<file path="src/verilog/led_buck_pkg.sv">
package led_buck_pkg;
   // Oscillator runs at 1 MHz nominal; half-period ticks at 2 MHz
   localparam int CLK_HZ = 125000000;
   localparam int OSC_HZ = 1000000;
   localparam int HALF_TICK_DIV = CLK_HZ / (2 * OSC_HZ);
   localparam int HALF_TICK_W = 7;
   // Times in ns
   localparam int DEBOUNCE_NS = 300;
   localparam int BLANK_MIN_NS = 200;
   localparam int CLK_PERIOD_NS = 8;
   localparam int DEBOUNCE_CYC = (DEBOUNCE_NS + CLK_PERIOD_NS - 1) / CLK_PERIOD_NS;
   localparam int BLANK_CYC = (BLANK_MIN_NS + CLK_PERIOD_NS - 1) / CLK_PERIOD_NS;
   localparam int TIMER_W = 8;
   // Half-ticks: 58.5 clocks -> 117, 10.5 pulses -> 21
   localparam logic [TIMER_W-1:0] ON_LIMIT_HALF = 8'h75;
   localparam logic [TIMER_W-1:0] OFF_NOM_HALF = 8'h15;
   // Shortest off count; the 3-bit jitter value 0..7 is added on top of it
   localparam logic [TIMER_W-1:0] OFF_BASE_HALF = 8'h11;
   localparam int LFSR_W = 5;
   localparam logic [LFSR_W-1:0] LFSR_SEED = 5'h01;
   localparam int REF_W = 12;
   localparam int REF_DIV = 5;
   localparam int SENSE_W = 12;
endpackage : led_buck_pkg

</file>
<file path="src/verilog/led_buck_switch_timing_control.sv">
// Overview of operation
// - After power-up and while enabled the gate is driven on so the coil current rises.
// - At half the peak threshold an on timer starts and the gate turns off after 58.5 oscillator clocks.
// - The peak threshold is the lowest of three reference inputs divided by five.
// - After each switch-off the gate stays off for 10.5 oscillator pulses nominal, then turns on again.
// - Reaching the peak threshold ends the on phase and starts the off phase.
// - The peak comparison is debounced for 300 ns against switching ringing; the half-threshold comparison is not.
// - Low dimming input keeps the LED off, high runs it, a pulse train dims it.
// - The on-time limit caps duty cycle near 85% when the peak is never reached.
// - A pseudo-random generator stepped once per off phase adds its low 3 bits (0..7) to the off count.
// - The sense comparison is ignored for a blanking time of 200 ns (25 clocks) after turn-on.
`timescale 1ns/1ps
`default_nettype none
module led_buck_switch_timing_control
   import led_buck_pkg::*;
(
   input wire logic clk,
   input wire logic rst_b,
   input wire logic supply_dimming_input,
   input wire logic [REF_W-1:0] thermal_reference_pin,
   input wire logic [REF_W-1:0] current_reference_pin,
   input wire logic [REF_W-1:0] voltage_reference_pin,
   input wire logic [SENSE_W-1:0] current_sense_input,
   output logic gate_drive,
   output logic on_timer_running
);
   typedef enum logic [1:0] {ST_IDLE, ST_ON, ST_OFF} phase_e;

   logic enable;
   logic half_tick;
   logic [HALF_TICK_W-1:0] div_cnt;
   logic [REF_W-1:0] ref_min;
   logic [REF_W-1:0] peak_thr;
   logic [REF_W-1:0] half_thr;
   logic raw_peak;
   logic raw_half;
   logic deb_peak;
   logic [5:0] deb_cnt;
   logic [5:0] blank_cnt;
   logic blanking;
   phase_e phase;
   logic [TIMER_W-1:0] timer;
   logic [TIMER_W-1:0] off_len;
   logic [LFSR_W-1:0] lfsr;
   logic [LFSR_W-1:0] next_lfsr;
   logic on_limit_hit;
   logic switch_off;
   logic timer_start;
   logic off_done;

   ////////////////////////////////////////////////////////////////////////
   pin_filter u_pwm_filter (
      .clk(clk),
      .rst_b(rst_b),
      .pin(supply_dimming_input),
      .level(enable)
   );

   ////////////////////////////////////////////////////////////////////////
   // Half-period tick of the oscillator
   always_ff @(posedge clk or negedge rst_b) begin
      if (!rst_b) begin
         div_cnt <= '0;
         half_tick <= 1'b0;
      end else if (div_cnt == HALF_TICK_W'(HALF_TICK_DIV - 1)) begin
         div_cnt <= '0;
         half_tick <= 1'b1;
      end else begin
         div_cnt <= div_cnt + 1'b1;
         half_tick <= 1'b0;
      end
   end

   ////////////////////////////////////////////////////////////////////////
   always_comb begin
      ref_min = thermal_reference_pin;
      if (current_reference_pin < ref_min) begin
         ref_min = current_reference_pin;
      end
      if (voltage_reference_pin < ref_min) begin
         ref_min = voltage_reference_pin;
      end
   end

   assign peak_thr = REF_W'(ref_min / REF_DIV);
   assign half_thr = peak_thr >> 1;
   assign raw_peak = (current_sense_input >= peak_thr);
   assign raw_half = (current_sense_input >= half_thr);
   assign blanking = (blank_cnt != 6'(BLANK_CYC));

   // Blanking counter restarts on each turn-on
   always_ff @(posedge clk or negedge rst_b) begin
      if (!rst_b) begin
         blank_cnt <= '0;
      end else if (phase != ST_ON) begin
         blank_cnt <= '0;
      end else if (blanking) begin
         blank_cnt <= blank_cnt + 1'b1;
      end
   end

   // Peak must hold steadily for the debounce time
   always_ff @(posedge clk or negedge rst_b) begin
      if (!rst_b) begin
         deb_cnt <= '0;
         deb_peak <= 1'b0;
      end else if (!raw_peak || blanking) begin
         deb_cnt <= '0;
         deb_peak <= 1'b0;
      end else if (deb_cnt != 6'(DEBOUNCE_CYC)) begin
         deb_cnt <= deb_cnt + 1'b1;
         deb_peak <= 1'b0;
      end else begin
         deb_peak <= 1'b1;
      end
   end

   ////////////////////////////////////////////////////////////////////////
   // Peak wins over the on limit when both land in one cycle
   assign on_limit_hit = on_timer_running && (timer == ON_LIMIT_HALF);
   assign switch_off = (phase == ST_ON) && enable && (deb_peak || on_limit_hit);

   // Blanked like the peak, so turn-on ringing cannot arm the limit early
   assign timer_start = (phase == ST_ON) && enable && !on_timer_running && raw_half && !blanking;
   assign off_done = (phase == ST_OFF) && enable && (timer >= off_len);

   ////////////////////////////////////////////////////////////////////////
   // LFSR x^5+x^3+1, steps once per switch-off
   assign next_lfsr = {lfsr[LFSR_W-2:0], lfsr[4] ^ lfsr[2]};

   // Zero guard costs one compare and rules out a stuck generator
   always_ff @(posedge clk or negedge rst_b) begin
      if (!rst_b) begin
         lfsr <= LFSR_SEED;
      end else if (lfsr == '0) begin
         lfsr <= LFSR_SEED;
      end else if (switch_off) begin
         lfsr <= next_lfsr;
      end
   end

   // Nominal 21 half-ticks; low bits spread 17..24
   assign off_len = OFF_BASE_HALF + TIMER_W'(lfsr[2:0]);

   ////////////////////////////////////////////////////////////////////////
   // On-time limit runs from half threshold until the phase ends
   always_ff @(posedge clk or negedge rst_b) begin
      if (!rst_b) begin
         on_timer_running <= 1'b0;
      end else if (phase != ST_ON || !enable || switch_off) begin
         on_timer_running <= 1'b0;
      end else if (timer_start) begin
         on_timer_running <= 1'b1;
      end
   end

   ////////////////////////////////////////////////////////////////////////
   // One timer shared: on limit while on, monoflop while off
   always_ff @(posedge clk or negedge rst_b) begin
      if (!rst_b) begin
         timer <= '0;
      end else if (phase == ST_IDLE || switch_off || timer_start || off_done) begin
         timer <= '0;
      end else if (half_tick && phase == ST_OFF) begin
         timer <= timer + 1'b1;
      end else if (half_tick && on_timer_running) begin
         timer <= timer + 1'b1;
      end
   end

   ////////////////////////////////////////////////////////////////////////
   always_ff @(posedge clk or negedge rst_b) begin
      if (!rst_b) begin
         phase <= ST_IDLE;
      end else begin
         case (phase)
            ST_IDLE: begin
               if (enable) begin
                  phase <= ST_ON;
               end
            end
            ST_ON: begin
               if (!enable) begin
                  phase <= ST_IDLE;
               end else if (deb_peak) begin
                  phase <= ST_OFF;
               end else if (on_limit_hit) begin
                  phase <= ST_OFF;
               end
            end
            ST_OFF: begin
               if (!enable) begin
                  phase <= ST_IDLE;
               end else if (off_done) begin
                  phase <= ST_ON;
               end
            end
            default: begin
               phase <= ST_IDLE;
            end
         endcase
      end
   end

   // Gate registered for a glitch-free driver input
   always_ff @(posedge clk or negedge rst_b) begin
      if (!rst_b) begin
         gate_drive <= 1'b0;
      end else begin
         gate_drive <= (phase == ST_ON) && enable;
      end
   end
endmodule : led_buck_switch_timing_control
`default_nettype wire

</file>
<file path="src/verilog/pin_filter.sv">
`timescale 1ns/1ps
`default_nettype none
module pin_filter
   import led_buck_pkg::*;
(
   input wire logic clk,
   input wire logic rst_b,
   input wire logic pin,
   output logic level
);
   logic s1;
   logic s2;
   logic s3;

   always_ff @(posedge clk or negedge rst_b) begin
      if (!rst_b) begin
         s1 <= 1'b0;
         s2 <= 1'b0;
         s3 <= 1'b0;
      end else begin
         s1 <= pin;
         s2 <= s1;
         s3 <= s2;
      end
   end

   // Level follows s3 only once two settled stages agree
   always_ff @(posedge clk or negedge rst_b) begin
      if (!rst_b) begin
         level <= 1'b0;
      end else if (s2 == s3) begin
         level <= s3;
      end
   end
endmodule : pin_filter
`default_nettype wire
</file>
<file path="config.mk">
export PLATFORM = sky130hd
export DESIGN_NAME = led_buck_switch_timing_control
export DESIGN_NICKNAME = d
export VERILOG_FILES = /design/src/verilog/led_buck_pkg.sv /design/src/verilog/led_buck_switch_timing_control.sv /design/src/verilog/pin_filter.sv
export SDC_FILE = /design/constraint.sdc
export NUM_CORES = 1
export LEC_CHECK = 0
export BUFFER_PORTS_ARGS = -buffer_cell sky130_fd_sc_hd__clkbuf_2
export CAP_MARGIN = 30
export CORE_ASPECT_RATIO = 0.5
export CORE_MARGIN = 2
export CORE_UTILIZATION = 40
export CTS_CLUSTER_SIZE = 24
export DETAILED_ROUTE_END_ITERATION = 8
export PLACE_DENSITY = 0.54
export SYNTH_ARGS = -nofsm -noshare
export SYNTH_HDL_FRONTEND = slang
export SYNTH_SLANG_ARGS = --single-unit
</file>
<file path="constraint.sdc">
create_clock -name clk -period 3.8 [get_ports clk]
set_input_delay 0.76 -clock clk [delete_from_list [all_inputs] [get_ports clk]]
set_output_delay 0.76 -clock clk [all_outputs]
set_load 0.01 [all_outputs]
</file>
======== After elaboration in Yosys (flattened, before gate mapping) ========
Cells that the tools add are included.
cells by class
  add/subtract/negate cells ............... 5
  divide/modulo/power cells ............... 1
  $lt $le $gt $ge ......................... 5
  eq/ne operators ......................... 11
  mux-type cells .......................... 24
  bitwise logic cells ..................... 1
  reduce and logical (&&, ||, !) cells .... 29
operators with widths
  operator                 number
  $div A12 B3 Y32 const B  1
  $lt A12 B12 Y1           2
  $mux W12                 2
  $mux W6                  4
  $mux W8                  3
  $add A6 B1 Y6 const B    2
  $ge A12 B11 Y1           1
  $ge A12 B12 Y1           1
  $mux W2                  6
  $logic_and A1 B1 Y1      10
  $mux W5                  2
  $add A8 B1 Y8 const B    1
  $eq A8 B7 Y1 const B     1
  $ge A8 B8 Y1             1
  $reduce_bool A2 Y1       4
  $add A7 B1 Y7 const B    1
  $eq A7 B6 Y1 const B     1
  $logic_or A1 B1 Y1       7
  $mux W7                  1
  $add A5 B3 Y6 const A    1
  $ne A6 B5 Y1 const B     1
  $ne A6 B6 Y1 const B     1
  $pmux W2 S3              1
  $logic_not A5 Y1         1
  12 further kinds         20
storage, ports and cells
  register bits after elaboration ......... 42
  logic and storage cells ................. 90

======== Logic depth before layout (Yosys ltp) ========
  depth in word-level cells ............... 11
  mapped depth ............................ 67

======== Modules after synthesis ========
From an unflattened synthesis, not the netlist that was laid out.
second synthesis, totals
  cell total of the unflattened synthesis .. 799
  area, all modules ....................... 6,398.6 um^2
by module, submodules not included
  module                          times used  cells each  area an instance (um^2)  seq. area each (um^2)
  led_buck_switch_timing_control  1           794         6,287.3                  952.2
  pin_filter                      1           5           111.4                    100.1

======== Worst setup path after synthesis ========
Ideal clock, no wire load.
  path type ............................... input port to flip-flop
  start point ............................. input thermal_reference_pin[8]
  end point ............................... register timer[1]
  library setup time ...................... 0.094 ns
  arrival time ............................ 12.560 ns
  path slack .............................. -8.854 ns
  cell stages on the path ................. 62
  buffers on the path ..................... 6
  cell sequence ........................... clkbuf_1 inv_1 ha_1 nand4_1 o21bai_1 or2_2 a21oi_4 buf_1 a21oi_1 ha_1 o21ai_1 nand2b_1 a21oi_1 or4_1 clkbuf_1 o31ai_4 clkbuf_1 mux2i_1 [26 not listed] a21oi_1 o21ai_0 a2111oi_4 inv_1 ha_1 nand2b_1 a21o_1 a21o_1 a21oi_1 nor2b_1 o21ai_0 nand2b_1 a21oi_1 nor2b_1 o21ai_0 a2111oi_0 a211o_1 a211oi_1
on the way
  longest elaborated chain between the ends .. 11
RTL lines
  item                                                            RTL line                               source
  start, declared                                                 led_buck_switch_timing_control.sv:20   input wire logic [REF_W-1:0] thermal_reference_pin,
  $lt A12 B12 Y1                                                  led_buck_switch_timing_control.sv:77   if (current_reference_pin < ref_min) begin
  $mux W12 *                                                      led_buck_switch_timing_control.sv:77
  $lt A12 B12 Y1                                                  led_buck_switch_timing_control.sv:80   if (voltage_reference_pin < ref_min) begin
  $mux W12 *                                                      led_buck_switch_timing_control.sv:80
  $div A12 B3 Y32 *                                               led_buck_switch_timing_control.sv:85   assign peak_thr = REF_W'(ref_min / REF_DIV);
  $ge A12 B11 Y1 *                                                led_buck_switch_timing_control.sv:88   assign raw_half = (current_sense_input >= half_thr);
  $logic_and A1 B1 Y1 * (2 in a row)                              led_buck_switch_timing_control.sv:124  assign timer_start = (phase == ST_ON) && enable && !on_timer_running && raw_half && !blanking;
  $logic_or A1 B1 Y1 * (2 in a row)                               led_buck_switch_timing_control.sv:162  end else if (phase == ST_IDLE || switch_off || timer_start || off_done) begin
  $reduce_bool A3 Y1 (no line) / $mux W8 (equally long branches)  -
  end signal, assigned                                            led_buck_switch_timing_control.sv:165  timer <= timer + 1'b1;
  end signal, assigned                                            led_buck_switch_timing_control.sv:167  timer <= timer + 1'b1;
  end, declared                                                   led_buck_switch_timing_control.sv:42   logic [TIMER_W-1:0] timer;
Every way passes the cells marked *; elsewhere a longest branch is shown, timed or not.
A chain may end at the register's enable or synchronous reset.

======== Worst setup path after layout ========
  start point ............................. input current_reference_pin[1]
  end point ............................... register deb_cnt[1]
on the way
  longest elaborated chain between the ends .. 9
RTL lines
  item                                                  RTL line                               source
  start, declared                                       led_buck_switch_timing_control.sv:21   input wire logic [REF_W-1:0] current_reference_pin,
  $lt A12 B12 Y1                                        led_buck_switch_timing_control.sv:77
  $mux W12 *                                            led_buck_switch_timing_control.sv:77
  $lt A12 B12 Y1                                        led_buck_switch_timing_control.sv:80
  $mux W12 *                                            led_buck_switch_timing_control.sv:80
  $div A12 B3 Y32 *                                     led_buck_switch_timing_control.sv:85
  $ge A12 B12 Y1 *                                      led_buck_switch_timing_control.sv:87   assign raw_peak = (current_sense_input >= peak_thr);
  $logic_not A1 Y1 *                                    led_buck_switch_timing_control.sv:107  end else if (!raw_peak || blanking) begin
  $logic_or A1 B1 Y1 *                                  led_buck_switch_timing_control.sv:107
  $mux W6 / $reduce_bool A2 Y1 (equally long branches)  -
  end signal, assigned                                  led_buck_switch_timing_control.sv:111  deb_cnt <= deb_cnt + 1'b1;
  end, declared                                         led_buck_switch_timing_control.sv:38   logic [5:0] deb_cnt;
Marked as above.

==> results.py <==
metrics = {
    "floorplan": {
        "start_util": 0.4093,
        "fp.dieArea_um2": 15850,
        "rows": 31,
        "coreArea_um2": 14470,
        "die_h_um": 90.04,
        "io_pins": 53,
        "fp.dieW_um": 176.1,
    },
    "timing": {
        "tightest_slew_ns": 0.7840,
        "final.period_utilization": 2.925,
        "finalCriticalPeriod_ns": 11.11,
        "max_clock_freq_mhz": 89.98,
        "slew_viol_final": 0,
        "final.setup_skew_ns": 0.002548,
        "max_slew_margin": 0.4762,
        "hold_viol": 0,
        "holdWs_ns": 0.3590,
        "rsz0062_at_grt": "true",
        "setup_viol_count_final": 16,
        "fin_ws_ns": -7.313,
    },
    "layout": {
        "num_antenna_cells": 0,
        "n_fill_cell": 1215,
        "layout_common_cells": "buf_4, nor2_1, nand2_1",
        "drive_above_1_share": 0.4710,
        "fin_cells": 1285,
        "layout_commonest_cell": "buf_4",
        "final_util": 0.6657,
        "nNetsFinal": 1197,
        "area_delta_synth_final_pct": 62.62,
    },
    "critical_path": {
        "rr_startpoint": "lfsr[0]",
        "cp_num_cells": 61,
        "cp_max_fo": 7,
        "worst_path_max_delay_cell": "or4_4",
        "critPathMaxStageDelay_ns": 0.53,
        "critPathKind": "primary input to register",
        "critPathRequiredTime_ns": 3.95,
        "reg2reg_to": "timer[3]",
        "crit_top_cell": "buf_6",
        "cp-startpoint": "current_reference_pin[1]",
        "cp.buffers_inverters": 7,
        "cp-start-kind": "primary input",
        "r2r.worst_path.cells": 13,
        "r2r_slack_ns": 0.97,
        "endpoint_kind": "register",
        "crit_arrival_ns": 11.27,
        "critical-path-top-delay-family": "compound AO/OA/AOI/OAI gates",
        "crit_end": "deb_cnt[1]",
    },
    "synth": {
        "synth.avg_cell_area_um2": 7.731,
        "synth-edff-count": 0,
        "synth_cell_types": 89,
        "async_flop_share": 1.000,
        "synth_top_family_by_area": "compound AO/OA/AOI/OAI gates",
        "synth_simple_gate_area_frac": 0.2341,
        "synth_xor_area_frac": 0.05916,
        "synth_seq_area_share": 0.1777,
        "synth_top_cell_by_area": "dfrtp_1",
        "synth-seq-cells": 42,
        "synth-compound-area-share": 0.3097,
        "synth-adder-area-share": 0.1302,
        "synth_fp_nets": 877,
        "synth_mux_area_frac": 0.04690,
        "synth_flop_cell": "dfrtp_1",
        "yosys-top-cells-area": "dfrtp_1, ha_1, nor2_1, nand2_1, a21oi_1",
        "yosysTopAreaCellShare": 0.1733,
        "synthCells": 766,
        "yosys_warnings": 0,
        "synth_area_um2": 5922,
    },
    "clocking": {
        "clk_pin_slew_ns": 0.05,
        "cts.sinks": 42,
        "cts_tree": "yes",
        "cts_inserted_buffers": 5,
        "cts_root_buf": "clkbuf_16",
        "htree_levels": 2,
        "cts_hold_buf": 0,
        "max-clock-path-buffers": 2,
        "clock_latency_ns": 0.28,
    },
    "global_route": {
        "antenna_found_initial": 0,
        "grt_usage": 0.2404,
        "grt_pass1_vias": 6723,
        "grt_max_degree": 23,
        "globalRouteOverflowTotal": 0,
        "grt_pass1_wl_mm": 32.04,
    },
    "drt": {
        "dr.pass1.iters": 5,
        "drtIter0Drc": 477,
        "via_per_inst": 5.495,
        "num_vias": 7061,
        "wl_mm": 20.13,
        "ant_nets": 0,
        "drc": 0,
        "wl_per_cell_um": 15.67,
    },
    "placed_design": {
        "pre_cts_slack_ns": -8.025,
        "io_buffers": 52,
        "dp.final_hpwl_mm": 15.37,
        "dp.cells": 1237,
        "place.gp.congestion": 0.9321,
    },
    "status": {
        "status": "complete, but fails checks",
        "violations": "setup timing",
    },
    "power": {
        "pwr_density_cell_nw_per_um2": 779.0,
        "cellLeakagePower_nw": 4.306,
        "ir_drop_v": 0.0005749,
        "p_total_mw": 7.502,
    },
    "run": {
        "cap_violations": 0,
    },
    "min_path": {
        "hold_path.class": "register to register",
    },
}
## per-layer routing
layer / track usage / vias up / wire, um
met5: 0 / - / 0
met4: 0.04477 / 0 / 277
met3: 0.02707 / 30 / 922
met2: 0.4105 / 178 / 9422
met1: 0.3292 / 3352 / 9508
li1: - / 3501 / -
## sequential cells by signal, indices dropped and copies added (netlist names)
register / count
half_tick: 1
phase: 2
blank_cnt: 6
deb_cnt: 6
u_pwm_filter.level: 1
deb_peak: 1
u_pwm_filter.s3: 1
on_timer_running: 1
gate_drive: 1
u_pwm_filter.s2: 1
timer: 8
div_cnt: 7
u_pwm_filter.s1: 1
lfsr: 5
## area by class of cell
cell class	count	area [um2]	share of cell area
Multi-Input combinational cell	660	5533	0.5745
Sequential cell	42	1052	0.1093
Clock buffer	7	142.6	0.01481
Timing Repair Buffer	332	2449	0.2543
Inverter	45	201.4	0.02092
Tap cell	198	247.7	0.02572
Clock inverter	1	5.005	0.0005197
## where the power goes
part	internal [mW]	leakage, nW	switching [mW]	total [mW]
sequential	0.457	0.554	0.00962	0.467
clock	0.260	0.0739	0.159	0.419
combinational	3.30	3.68	3.32	6.62
## synthesized netlist by cell type, drive strengths merged, types with 15 or more instances
| cell type | n |
|---|---|
| dfrtp | 41 |
| a211oi | 15 |
| ha | 60 |
| nor3 | 23 |
| nand2 | 72 |
| a21oi | 55 |
| o21ai | 52 |
| xnor2 | 24 |
| inv | 45 |
| nor2 | 90 |
| mux2i | 15 |
| nand3 | 29 |
## worst min-delay path by stage
stage	startpoint	end	slack [ns]	cells after the start
detailed placement	u_pwm_filter.s1	u_pwm_filter.s2	0.34	0
floorplan	u_pwm_filter.s1	u_pwm_filter.s2	0.33	0
finish	u_pwm_filter.s1	u_pwm_filter.s2	0.36	0
global placement	u_pwm_filter.s1	u_pwm_filter.s2	0.35	0
CTS	u_pwm_filter.s1	u_pwm_filter.s2	0.36	0
global route	u_pwm_filter.s1	u_pwm_filter.s2	0.36	0
## through the flow
step	cell area [um2]	TNS, ns
after global placement	8383	-124.38
after detailed placement	8411	-127.27
final	9630	-115.83
after floorplan	6231	-122.51
after CTS	9124	-115.94
after global routing	9630	-124.55
## cell families after synthesis
logic type / Yosys count
xor gates and xnor gates: 37
and+or+nand+nor: 289
DFF: 42
adders and majority gates: 62
AOI/OAI and AO/OA: 246
muxes: 26
buffers and inverters: 64
## what timing repair did
action / 4_1_cts / 5_1_grt
endpoints found under the hold margin: 0 / 0
setup buffers: 24 / 17
gates resized for setup: 78 / 74
cloned: 1 / 0
endpoints found under the setup margin: 16 / 16
pin swaps: 73 / 58
Note: power is estimated with default switching activity, not from simulation.
